### config.mk
export PLATFORM = sky130hd
export DESIGN_NAME = citc_core
export DESIGN_NICKNAME = d
export VERILOG_FILES = /design/src/citc_pkg.sv /design/src/citc_core.sv
export SDC_FILE = /design/constraint.sdc
export NUM_CORES = 1
export LEC_CHECK = 0
export BUFFER_PORTS_ARGS = -buffer_cell sky130_fd_sc_hd__clkbuf_2
export CAP_MARGIN = 20
export CORE_MARGIN = 2
export CORE_UTILIZATION = 42
export CTS_CLUSTER_SIZE = 25
export DETAILED_ROUTE_END_ITERATION = 10
export SYNTH_ARGS = -nofsm -noshare
export SYNTH_HDL_FRONTEND = slang
export SYNTH_SLANG_ARGS = --single-unit
### constraint.sdc
create_clock -name clock -period 9.6 [get_ports clock]
set_clock_uncertainty 0.15 [all_clocks]
set_input_delay 0.96 -clock clock [delete_from_list [all_inputs] [get_ports clock]]
set_output_delay 0.96 -clock clock [all_outputs]
set_load 0.05 [all_outputs]
### src/citc_pkg.sv
/*
 package of the instruction timing core: encodings, layouts, reset values.
 assumes one system clock; program memory answers one clock after its address.
*/
package citc_pkg;
	// one instruction cycle in system clocks
	localparam int PHASES = 4;
	localparam int PC_W = 11;
	localparam int DM_AW = 7;
	localparam int DM_WORDS = 80;
	localparam int STACK_DEPTH = 4;
	localparam int IW = 15;
	// data address that aliases the low program counter byte
	localparam logic [6:0] PCL_IDX = 7'h02;
	localparam logic [10:0] PC_RST = 11'h000;
	localparam logic [7:0] ACC_RST = 8'h00;
	localparam logic [14:0] IR_RST = 15'h0000;
	localparam logic [1:0] DBNC_MAX = 2'h2;
	// opcodes in word bits 14:11
	localparam logic [3:0] OP_NOP = 4'h0;
	localparam logic [3:0] OP_JMP = 4'h1;
	localparam logic [3:0] OP_CALL = 4'h2;
	localparam logic [3:0] OP_RET = 4'h3;
	localparam logic [3:0] OP_ALU = 4'h4;
	localparam logic [3:0] OP_ROT = 4'h5;
	localparam logic [3:0] OP_MOVA = 4'h6;
	localparam logic [3:0] OP_LDA = 4'h7;
	localparam logic [3:0] OP_SZ = 4'h8;
	localparam logic [3:0] OP_SBZ = 4'h9;
	localparam logic [3:0] OP_TAB = 4'hA;
	localparam logic [3:0] OP_MOVI = 4'hB;
	// alu sub codes
	localparam logic [2:0] ALU_ADD = 3'h0;
	localparam logic [2:0] ALU_SUB = 3'h1;
	localparam logic [2:0] ALU_AND = 3'h2;
	localparam logic [2:0] ALU_OR = 3'h3;
	localparam logic [2:0] ALU_XOR = 3'h4;
	localparam logic [2:0] ALU_CPL = 3'h5;
	localparam logic [2:0] ALU_INC = 3'h6;
	localparam logic [2:0] ALU_DEC = 3'h7;
	// rotate sub codes
	localparam logic [2:0] ROT_R = 3'h0;
	localparam logic [2:0] ROT_L = 3'h1;
	localparam logic [2:0] ROT_RC = 3'h2;
	localparam logic [2:0] ROT_LC = 3'h3;
	// instruction word layout
	typedef struct packed {
		logic [3:0] op;
		logic       toMem;
		logic [2:0] sub;
		logic [6:0] addr;
	} citc_instr_t;
	// options fixed at programming
	typedef struct packed {
		logic       wdtEn;
		logic       wdtOwnOsc;
		logic [7:0] wakeEn;
		logic       simEn;
		logic       softCsEn;
		logic       wcolEn;
		logic       twoWireOpt;
		logic [1:0] dbnc;
	} citc_cfg_t;
	typedef enum logic [1:0] {PH0, PH1, PH2, PH3} citc_phase_t;
endpackage

### src/citc_core.sv
/*
 instruction timing and flow control core with fixed configuration options.
 assumes a synchronous program memory: data valid one clock after progAddr.
*/
`timescale 1ns/1ps
module citc_core #(
	parameter int DM_WORDS = citc_pkg::DM_WORDS
) (
	input  wire logic                clock,
	input  wire logic                sys_rst,
	input  wire logic                ce,
	input  wire logic [14:0]         progData,
	input  wire citc_pkg::citc_cfg_t cfgIn,
	input  wire logic                wdtOscPin,
	input  wire logic [7:0]          wakePortPins,
	output logic [10:0]              progAddr,
	output logic [7:0]               accOut,
	output logic                     zeroFlag,
	output logic                     carryFlag,
	output logic                     instrTick,
	output logic                     watchdogTick,
	output logic                     wakeReq,
	output citc_pkg::citc_cfg_t      cfgOut
);
	// a data address holds seven bits; fewer than eight words leaves no room to work
	if (DM_WORDS < 8 || DM_WORDS > 128)
	begin : g_words_check
		$error("DM_WORDS out of range");
	end

	citc_pkg::citc_phase_t phaseReg, phaseNext;  // position in cycle
	logic [10:0] pcReg, pcNext;                  // word being fetched
	logic [10:0] retReg, retNext;                // pc held during table read
	logic [14:0] irReg, irNext;                  // word being executed
	logic        irValid, irValidNext;           // cleared on discard
	logic        tblPend, tblPendNext;           // table read second cycle
	logic [10:0] stackReg [citc_pkg::STACK_DEPTH];
	logic [10:0] stackNext [citc_pkg::STACK_DEPTH];
	logic [1:0]  spReg, spNext;                  // next free slot
	logic [10:0] progAddrNext;
	logic [7:0]  accNext;
	logic        zeroNext, carryNext, tickNext, wdtNext, wakeNext;
	logic [7:0]  dmem [DM_WORDS];                // data memory
	logic        memWe;
	logic [7:0]  memWd, rdVal;
	logic [8:0]  sum9;                           // nine-bit add/sub
	logic        execNow;
	logic        wdtS1, wdtS2, wdtS3;            // oscillator synchroniser
	logic [7:0]  portS1, portS2;                 // pin synchroniser
	citc_pkg::citc_cfg_t cfgNext;
	citc_pkg::citc_instr_t ir;

	// read port, low pc byte aliased into data space
	function automatic logic [7:0] rdMem(input logic [6:0] a, input logic [10:0] pc);
		logic [10:0] cur;
		cur = pc - 11'h001;
		if (a == citc_pkg::PCL_IDX)
			rdMem = cur[7:0];
		else if (32'(a) < DM_WORDS)
			rdMem = dmem[a];
		else
			rdMem = 8'h00;
	endfunction

	assign ir = citc_pkg::citc_instr_t'(irReg);
	assign execNow = (phaseReg == citc_pkg::PH3) && irValid;
	assign rdVal = rdMem(ir.addr, pcReg);

	// options are captured only while reset is held
	always_comb
	begin
		cfgNext = cfgIn;
		if (cfgIn.dbnc > citc_pkg::DBNC_MAX)
			cfgNext.dbnc = citc_pkg::DBNC_MAX;
	end

	// side outputs: tick, watchdog clock, wake
	always_comb
	begin
		tickNext = (phaseReg == citc_pkg::PH3);
		// internal oscillator edge or instruction clock, gated by enable
		wdtNext = cfgOut.wdtEn &
			(cfgOut.wdtOwnOsc ? (wdtS2 & ~wdtS3) : tickNext);
		wakeNext = |(cfgOut.wakeEn & portS2);
	end

	// sequencing and datapath
	always_comb
	begin
		phaseNext = phaseReg;
		pcNext = pcReg;
		retNext = retReg;
		irNext = irReg;
		irValidNext = irValid;
		tblPendNext = tblPend;
		stackNext = stackReg;
		spNext = spReg;
		progAddrNext = progAddr;
		accNext = accOut;
		zeroNext = zeroFlag;
		carryNext = carryFlag;
		memWe = 1'b0;
		memWd = 8'h00;
		sum9 = 9'h000;
		unique case (phaseReg)
			citc_pkg::PH0: phaseNext = citc_pkg::PH1;
			citc_pkg::PH1: phaseNext = citc_pkg::PH2;
			citc_pkg::PH2: phaseNext = citc_pkg::PH3;
			citc_pkg::PH3: phaseNext = citc_pkg::PH0;
		endcase
		// table word arrived; put the sequential fetch back
		if (phaseReg == citc_pkg::PH1 && tblPend)
		begin
			accNext = progData[7:0];
			progAddrNext = retReg;
			tblPendNext = 1'b0;
		end
		if (phaseReg == citc_pkg::PH3)
		begin
			irNext = progData;
			irValidNext = 1'b1;
			pcNext = pcReg + 11'h001;
			if (irValid)
			begin
				unique case (ir.op)
					citc_pkg::OP_JMP:
					begin
						pcNext = irReg[10:0];
						irValidNext = 1'b0;
					end
					citc_pkg::OP_CALL:
					begin
						stackNext[spReg] = pcReg;
						spNext = spReg + 2'h1;
						pcNext = irReg[10:0];
						irValidNext = 1'b0;
					end
					citc_pkg::OP_RET:
					begin
						spNext = spReg - 2'h1;
						pcNext = stackReg[spNext];
						irValidNext = 1'b0;
					end
					citc_pkg::OP_ALU:
					begin
						unique case (ir.sub)
							citc_pkg::ALU_ADD: sum9 = {1'b0, accOut} + {1'b0, rdVal};
							citc_pkg::ALU_SUB: sum9 = {1'b0, accOut} - {1'b0, rdVal};
							citc_pkg::ALU_AND: sum9 = {1'b0, accOut & rdVal};
							citc_pkg::ALU_OR:  sum9 = {1'b0, accOut | rdVal};
							citc_pkg::ALU_XOR: sum9 = {1'b0, accOut ^ rdVal};
							citc_pkg::ALU_CPL: sum9 = {1'b0, ~rdVal};
							citc_pkg::ALU_INC: sum9 = {1'b0, rdVal + 8'h01};
							citc_pkg::ALU_DEC: sum9 = {1'b0, rdVal - 8'h01};
						endcase
						zeroNext = (sum9[7:0] == 8'h00);
						// bit 8 is carry on add, borrow on subtract
						if (ir.sub == citc_pkg::ALU_ADD || ir.sub == citc_pkg::ALU_SUB)
							carryNext = sum9[8];
						memWd = sum9[7:0];
					end
					citc_pkg::OP_ROT:
					begin
						unique case (ir.sub[1:0])
							2'h0: memWd = {rdVal[0], rdVal[7:1]};
							2'h1: memWd = {rdVal[6:0], rdVal[7]};
							2'h2: memWd = {carryFlag, rdVal[7:1]};
							2'h3: memWd = {rdVal[6:0], carryFlag};
						endcase
						if (ir.sub[1])
							carryNext = ir.sub[0] ? rdVal[7] : rdVal[0];
					end
					citc_pkg::OP_MOVA: memWd = accOut;
					citc_pkg::OP_LDA: accNext = rdVal;
					citc_pkg::OP_SZ:
						if (rdVal == 8'h00)
							irValidNext = 1'b0;
					citc_pkg::OP_SBZ:
						if (!rdVal[ir.sub])
							irValidNext = 1'b0;
					citc_pkg::OP_TAB:
					begin
						// second cycle fetches the table word, then resumes;
						// the prefetched word is dropped and fetched again, so it runs once
						retNext = pcReg;
						pcNext = pcReg;
						irValidNext = 1'b0;
						tblPendNext = 1'b1;
					end
					citc_pkg::OP_MOVI: accNext = irReg[7:0];
					default: ;  // no operation and spare codes
				endcase
				// result routing for ops with a destination
				if (ir.op == citc_pkg::OP_ALU || ir.op == citc_pkg::OP_ROT || ir.op == citc_pkg::OP_MOVA)
				begin
					if (!ir.toMem && ir.op != citc_pkg::OP_MOVA)
						accNext = memWd;
					else if (ir.addr == citc_pkg::PCL_IDX)
					begin
						pcNext = {pcReg[10:8], memWd};
						irValidNext = 1'b0;
					end
					else
						memWe = 1'b1;
				end
			end
			progAddrNext = tblPendNext ? {pcReg[10:8], accNext} : pcNext;
		end
	end

	// state registers; sys_rst still resets them, everything else holds while ce is low
	always_ff @(posedge clock)
	begin
		if (sys_rst)
		begin
			phaseReg <= citc_pkg::PH0;
			pcReg <= citc_pkg::PC_RST;
			retReg <= citc_pkg::PC_RST;
			irReg <= citc_pkg::IR_RST;
			irValid <= 1'b0;
			tblPend <= 1'b0;
			spReg <= 2'h0;
			stackReg <= '{default: citc_pkg::PC_RST};
			progAddr <= citc_pkg::PC_RST;
			accOut <= citc_pkg::ACC_RST;
			zeroFlag <= 1'b0;
			carryFlag <= 1'b0;
			instrTick <= 1'b0;
			watchdogTick <= 1'b0;
			wakeReq <= 1'b0;
			wdtS1 <= 1'b0;
			wdtS2 <= 1'b0;
			wdtS3 <= 1'b0;
			portS1 <= 8'h00;
			portS2 <= 8'h00;
			cfgOut <= cfgNext;
		end
		else if (ce)
		begin
			phaseReg <= phaseNext;
			pcReg <= pcNext;
			retReg <= retNext;
			irReg <= irNext;
			irValid <= irValidNext;
			tblPend <= tblPendNext;
			spReg <= spNext;
			stackReg <= stackNext;
			progAddr <= progAddrNext;
			accOut <= accNext;
			zeroFlag <= zeroNext;
			carryFlag <= carryNext;
			instrTick <= tickNext;
			watchdogTick <= wdtNext;
			wakeReq <= wakeNext;
			wdtS1 <= wdtOscPin;
			wdtS2 <= wdtS1;
			wdtS3 <= wdtS2;
			portS1 <= wakePortPins;
			portS2 <= portS1;
		end
	end

	// data memory write port; contents are not reset
	always_ff @(posedge clock)
	begin
		if (ce && !sys_rst && memWe && 32'(ir.addr) < DM_WORDS)
			dmem[ir.addr] <= memWd;
	end

	// checks
	a_phase_wrap: assert property (@(posedge clock) disable iff (sys_rst)
		ce && phaseReg == citc_pkg::PH3 |=> phaseReg == citc_pkg::PH0 && instrTick)
		else $error("cycle did not wrap after four clocks");
	a_jump_flush: assert property (@(posedge clock) disable iff (sys_rst)
		ce && execNow && ir.op == citc_pkg::OP_JMP |=> !irValid && pcReg == $past(irReg[10:0]))
		else $error("jump did not flush and redirect");
	a_pcl_write: assert property (@(posedge clock) disable iff (sys_rst)
		ce && execNow && ir.op == citc_pkg::OP_MOVA && ir.addr == citc_pkg::PCL_IDX
		|=> !irValid && pcReg[7:0] == $past(accOut))
		else $error("low pc write did not jump");
	a_skip_taken: assert property (@(posedge clock) disable iff (sys_rst)
		ce && execNow && ir.op == citc_pkg::OP_SZ |=> irValid == ($past(rdVal) != 8'h00))
		else $error("skip cost wrong");
	a_logic_zero: assert property (@(posedge clock) disable iff (sys_rst)
		ce && execNow && ir.op == citc_pkg::OP_ALU && ir.sub == citc_pkg::ALU_AND
		|=> zeroFlag == ($past(accOut & rdVal) == 8'h00))
		else $error("zero flag wrong after and");
	a_inc_acc: assert property (@(posedge clock) disable iff (sys_rst)
		ce && execNow && ir.op == citc_pkg::OP_ALU && ir.sub == citc_pkg::ALU_INC && !ir.toMem
		|=> accOut == 8'($past(rdVal) + 8'h01))
		else $error("increment to acc wrong");
	a_call_push: assert property (@(posedge clock) disable iff (sys_rst)
		ce && execNow && ir.op == citc_pkg::OP_CALL |=> stackReg[$past(spReg)] == $past(pcReg))
		else $error("call did not save return address");
	a_add_carry: assert property (@(posedge clock) disable iff (sys_rst)
		ce && execNow && ir.op == citc_pkg::OP_ALU && ir.sub == citc_pkg::ALU_ADD
		|=> carryFlag == (({1'b0, $past(accOut)} + {1'b0, $past(rdVal)}) > 9'h0FF))
		else $error("add carry wrong");
	a_rrc_carry: assert property (@(posedge clock) disable iff (sys_rst)
		ce && execNow && ir.op == citc_pkg::OP_ROT && ir.sub == citc_pkg::ROT_RC
		|=> carryFlag == $past(rdVal[0]))
		else $error("rotate through carry wrong");
	a_cfg_fixed: assert property (@(posedge clock) disable iff (sys_rst)
		##1 $stable(cfgOut) && cfgOut.dbnc <= citc_pkg::DBNC_MAX)
		else $error("options changed after reset");
	a_wdt_off: assert property (@(posedge clock) disable iff (sys_rst)
		!cfgOut.wdtEn |=> !watchdogTick)
		else $error("watchdog ticks while disabled");
	a_tab_two: assert property (@(posedge clock) disable iff (sys_rst)
		ce && execNow && ir.op == citc_pkg::OP_TAB |=> tblPend && !irValid)
		else $error("table read timing wrong");
	c_call: cover property (@(posedge clock) ce && execNow && ir.op == citc_pkg::OP_CALL);
	c_ret: cover property (@(posedge clock) ce && execNow && ir.op == citc_pkg::OP_RET);
	c_skip: cover property (@(posedge clock) ce && execNow && ir.op == citc_pkg::OP_SBZ && !irValidNext);
endmodule

### Yosys cells after proc, flatten, opt, wreduce, memory -nomap -nowiden

Memories as Yosys holds them, arrays and structs flattened. A register that Yosys moved wholly into a read port is not among the register bits.
Index checks and enable logic that the tools add are counted.

| cells by class | value |
|---|---|
| div/mod/pow operators | 0 |
| $lt $le $gt $ge | 6 |
| multipliers | 0 |
| equality and inequality tests | 28 |
| shift operators | 0 |
| $add $sub $neg | 8 |
| bitwise logic cells | 10 |
| reductions and logical operators | 29 |
| muxes and demuxes | 60 |

Operator list:

| cell | number |
|---|---|
| $mux W11 | 10 |
| $mux W8 | 9 |
| $pmux W9 S8 | 1 |
| $bwmux W44 | 1 |
| $pmux W11 S3 | 1 |
| $pmux W8 S4 | 1 |
| $mux W9 | 3 |
| $pmux W8 S3 | 1 |
| $mux W1 | 23 |
| $bmux W11 S2 | 1 |
| $demux W11 S2 | 1 |
| $and A8 B8 Y8 | 2 |
| $eq A4 B3 Y1 const B | 4 |
| $eq A4 B4 Y1 const B | 4 |
| $logic_not A8 Y1 | 2 |
| $pmux W8 S2 | 1 |
| $reduce_and A4 Y1 | 4 |
| $sub A8 B1 Y8 const B | 2 |
| $mux W7 | 2 |
| $eq A3 B3 Y1 const B | 4 |
| $add A11 B1 Y11 const B | 1 |
| $add A8 B8 Y9 | 1 |
| $sub A8 B8 Y9 | 1 |
| $add A8 B1 Y8 const B | 1 |
| other kinds (38) | 60 |

| word-level totals | value |
|---|---|
| output and inout bits | 40 |
| bits in latches | 0 |
| register bits | 146 |
| memories | 1 |
| logic and storage cells | 173 |
| input port bits | 43 |
| RAM bits | 640 |
| memory bits (read-only) | 0 |

Memory list:

| memory | depth | width | read ports | clocked after Yosys merged registers in | wr ports | line | text |
|---|---|---|---|---|---|---|---|
| dmem | 80 | 8 | 1 | 1 | 1 | citc_core.sv:43 | `logic [7:0] dmem [DM_WORDS];` |

### Depth between registers and ports, before layout

| logic depth | value |
|---|---|
| depth in word-level cells | 15 |
| depth in mapped cells | 26 |
| mapped depth without buffers | 21 |

### Worst setup path after synthesis

No wires, ideal clock.

| timing path | value |
|---|---|
| path type | flip-flop to flip-flop |
| from | register (tool-made name) |
| to | memory dmem[0][6] (data pin) |
| period minus slack after synthesis | 7.228 ns |
| library setup time | 0.683 ns |
| path buffers | 4 |
| arrival time | 6.395 ns |
| stages on the path, launching flop included | 23 |
| path slack | 2.372 ns |
| required time | 8.767 ns |
| cells stage by stage | dfxtp_1 -> buf_6 -> buf_12 -> buf_12 -> buf_6 -> mux4_2 -> mux2i_1 -> a221oi_1 -> a21oi_1 -> a21oi_2 -> inv_1 -> ha_1 -> nor2_1 -> xnor2_1 -> ha_1 -> nor2b_1 -> o21ai_0 -> a21oi_1 -> o21a_1 -> o21a_1 -> o21a_1 -> or3_4 -> a31oi_1 |

RTL lines:

| what | line |
|---|---|
| end: declaration | citc_core.sv:43 |

==> results.toml <==
[outcome]
outcome = "completed"

[detailed_routing]
drtIter0Drc = 2476
via_per_inst = 5.944
drtPass1Iterations = 6
drc = 0
wl_per_cell_um = 27.00
vias = 21360
postRouteAntennaNets = 0
routed_wl_um = 97030

[clock_tree]
cts.path.max_buffers = 3
clkLatencyLatePin_ns = 0.67
clkSinkCount = 793
root_buffer = "clkbuf_16"
postCtsResizedCells = 0
cts_hold_buf = 0
tritoncts = "yes"
htreeDepth = 3
cts_buffers = 84
path_clk_slew_ns = 0.06
cts_setup_buffers = 0

[final_layout]
final_common_cell = "edfxtp_1"
num_antenna_cells = 0
fin_nets = 2545
stdcell_count = 3594
syn_to_final_growth_pct = 12.61
drive_above_1_share_pct = 18.38
final_cell_mix = "edfxtp_1 (656), nand2_1 (246), nor2_1 (199)"
finalInstanceArea_um2 = 39070
final_util_pct = 47.65

[worst_setup_path]
cp_cell_sequence = "buf_4 > mux4_2 > mux2i_1 > a2111oi_0 > a211oi_1 > o31ai_4 > inv_1 > a21oi_1 > xnor2_1 > ha_1 > o41ai_1 > mux2i_1 > nand3_1 > o211ai_1 > nor2_1 > nor2_4 > buf_4"
cp_data_arrival_time_ns = 7.82
crit_fanout = 53
cp_num_buf_inv = 3
worstSetupPathType = "flop to flop"
critPathLaunchType = "flop"
cp_top_family = "compound AO/OA/AOI/OAI gates"
required_ns = 9.81
cp_slowest_cell = "a2111oi_0"
critPathMaxStageDelay_ns = 1.04
crit_path_end_kind = "flop"

[power_and_ir_drop]
power_density_nw_per_um2 = 185.4
peakVddDrop_uv = 144.5
p_leak_uw = 0.01151

[global_routing]
grt_first_pass_wirelength_um = 143000
grt_max_degree = 81
gr-usage-all-layers_pct = 22.65
antenna_found_initial = 0
grt_pass1_vias = 21050
overflow = 0

[synthesis]
ys_warn_count = 0
synth_compound_area_share_pct = 8.353
synth_cell_types = 103
synth_top_family_by_area = "multiplexers"
netlist_area_um2 = 34690
syn_avg_cell_area_um2 = 14.56
async_flop_share_pct = 0
synth_xor_area_share_pct = 0.6564
synth_mux_area_share_pct = 13.60
synthCells = 2383
ys.flop_type = "edfxtp_1"
synth-edff-count = 656
synth_adder_area_share_pct = 1.594
ys_seq_elements = 793
synth-seq-area-share_pct = 64.69
yosys.area_share.simple_pct = 8.166

[floorplanning]
die_area_um2 = 84910
die_w_um = 291.4
ios = 83
die_h_um = 291.4
start_util_pct = 42.32
core_um2 = 81980
rows = 105

[sta]
worst_slack_ns = 1.989
relSlewSlack_pct = 23.74
period_share_pct = 79.28
setup_violations = 0
fin_setup_tns_ns = 0
finalHoldViolCount = 0
period_minus_slack_ns = 7.611
drv_slew = 0
rsz0062_at_grt = "no"
worst_slew_pin_slew_ns = 1.140
fmax_mhz = 131.4

[placed_design]
gp_congestion = 0.9150
portBuffers = 82
dp.cells = 3436
dp_slack_ns = 2.243
dp_hpwl_um = 61690
placed_area_um2 = 36150

[flow_run]
max-cap-violations = 0

[worst_hold_path]
min_path_type = "flop to flop"
[worst paths after layout]
check | startpoint | slack [ns] | depth (start not counted) | to
worst max-delay path | flop | 1.99 | 17 | dmem[5][7]
worst max register to register | flop | 1.99 | 17 | dmem[5][7]
worst min register to register | retReg[10] | 0.31 | 2 | retReg[10]
worst min-delay path | retReg[10] | 0.31 | 2 | retReg[10]
[metal layers]
layer	vias to the layer above	GRT usage [%]	part of all wire [%]
met2	922	36.43	48
met5	-	0	0
met1	10910	31.62	42
met3	169	3.673	7.4
li1	9366	-	-
met4	0	7.216	2.8
[per-stage QoR]
stage,hold slack (ns),total power [uW]
after detailed placement,0.2962,3981
after global routing,0.2997,7442
final,0.3056,7243
after global placement,0.2890,3979
after floorplan,0.2819,3915
after CTS,0.2918,7288
[cell type report]
type	count	area, um2
Fill cell	6979	42910
Sequential cell	793	22450
Multi-Input combinational cell	1397	11370
Clock buffer	101	2176
Tap cell	1070	1339
Timing Repair Buffer	137	903.4
Clock inverter	50	650.6
Inverter	46	175.2
[cells in the mapped netlist (11+ instances only)]
library cell    n  area (um2)
edfxtp_1      656       19700
a31oi_1        17       106.4
buf_2          20       100.1
a221oi_1       14       122.6
nand2b_1       20       125.1
and2_1         15       93.84
mux2i_1        77       770.7
xnor2_1        20       175.2
dfxtp_1       137        2743
a21oi_1       150       750.7
nor2_1        202       758.2
buf_1          11       41.29
a22oi_1        39       292.8
nor3_1         23       115.1
o22ai_1        11       68.82
nand3_1        45       225.2
buf_6          13       146.4
nand2_1       246       923.4
inv_1          41       153.9
mux4_1         11       289.0
a211oi_1       16       120.1
nor2b_1        25       156.4
mux4_2        158        3558
buf_4          14       105.1
clkbuf_1       89       334.1
o21ai_0        59       295.3
ha_1           41       513.0
[registers in the layout, indices dropped and copies added (netlist names), named ones only]
| name | flops |
|---|---|
| accOut | 8 |
| carryFlag | 1 |
| cfgOut | 16 |
| dmem | 640 |
| instrTick | 1 |
| ir | 15 |
| irValid | 1 |
| pcReg | 11 |
| phaseReg | 2 |
| portS1 | 8 |
| portS2 | 8 |
| progAddr | 11 |
| retReg | 11 |
| spReg | 2 |
| stackReg | 44 |
| tblPend | 1 |
| wakeReq | 1 |
| watchdogTick | 1 |
| wdtS1 | 1 |
| wdtS2 | 1 |
| wdtS3 | 1 |
| zeroFlag | 1 |
[kinds of logic (layout without fill, tap and decap cells)]
kind of cell | after synthesis | in the layout
AND/OR/NAND/NOR | 634 | 634
adder cells (fa/ha/maj) | 43 | 43
flip-flops | 793 | 793
other | 1 | 8
AO/OA/AOI/OAI | 431 | 431
buffers and inverters | 200 | 334
XOR/XNOR | 26 | 26
multiplexers | 255 | 255
[tightest hold or removal path, stage by stage, from the launching register on]
cell     delay (ns)
dfxtp_1        0.31
nand2_1        0.05
a21oi_1        0.05
[report_power, final]
group	internal (uW)	switching, uW
Clock	1930	1400
Combinational	67.3	137
Sequential	3690	18.6
Note: power is estimated with default switching activity, not from simulation.
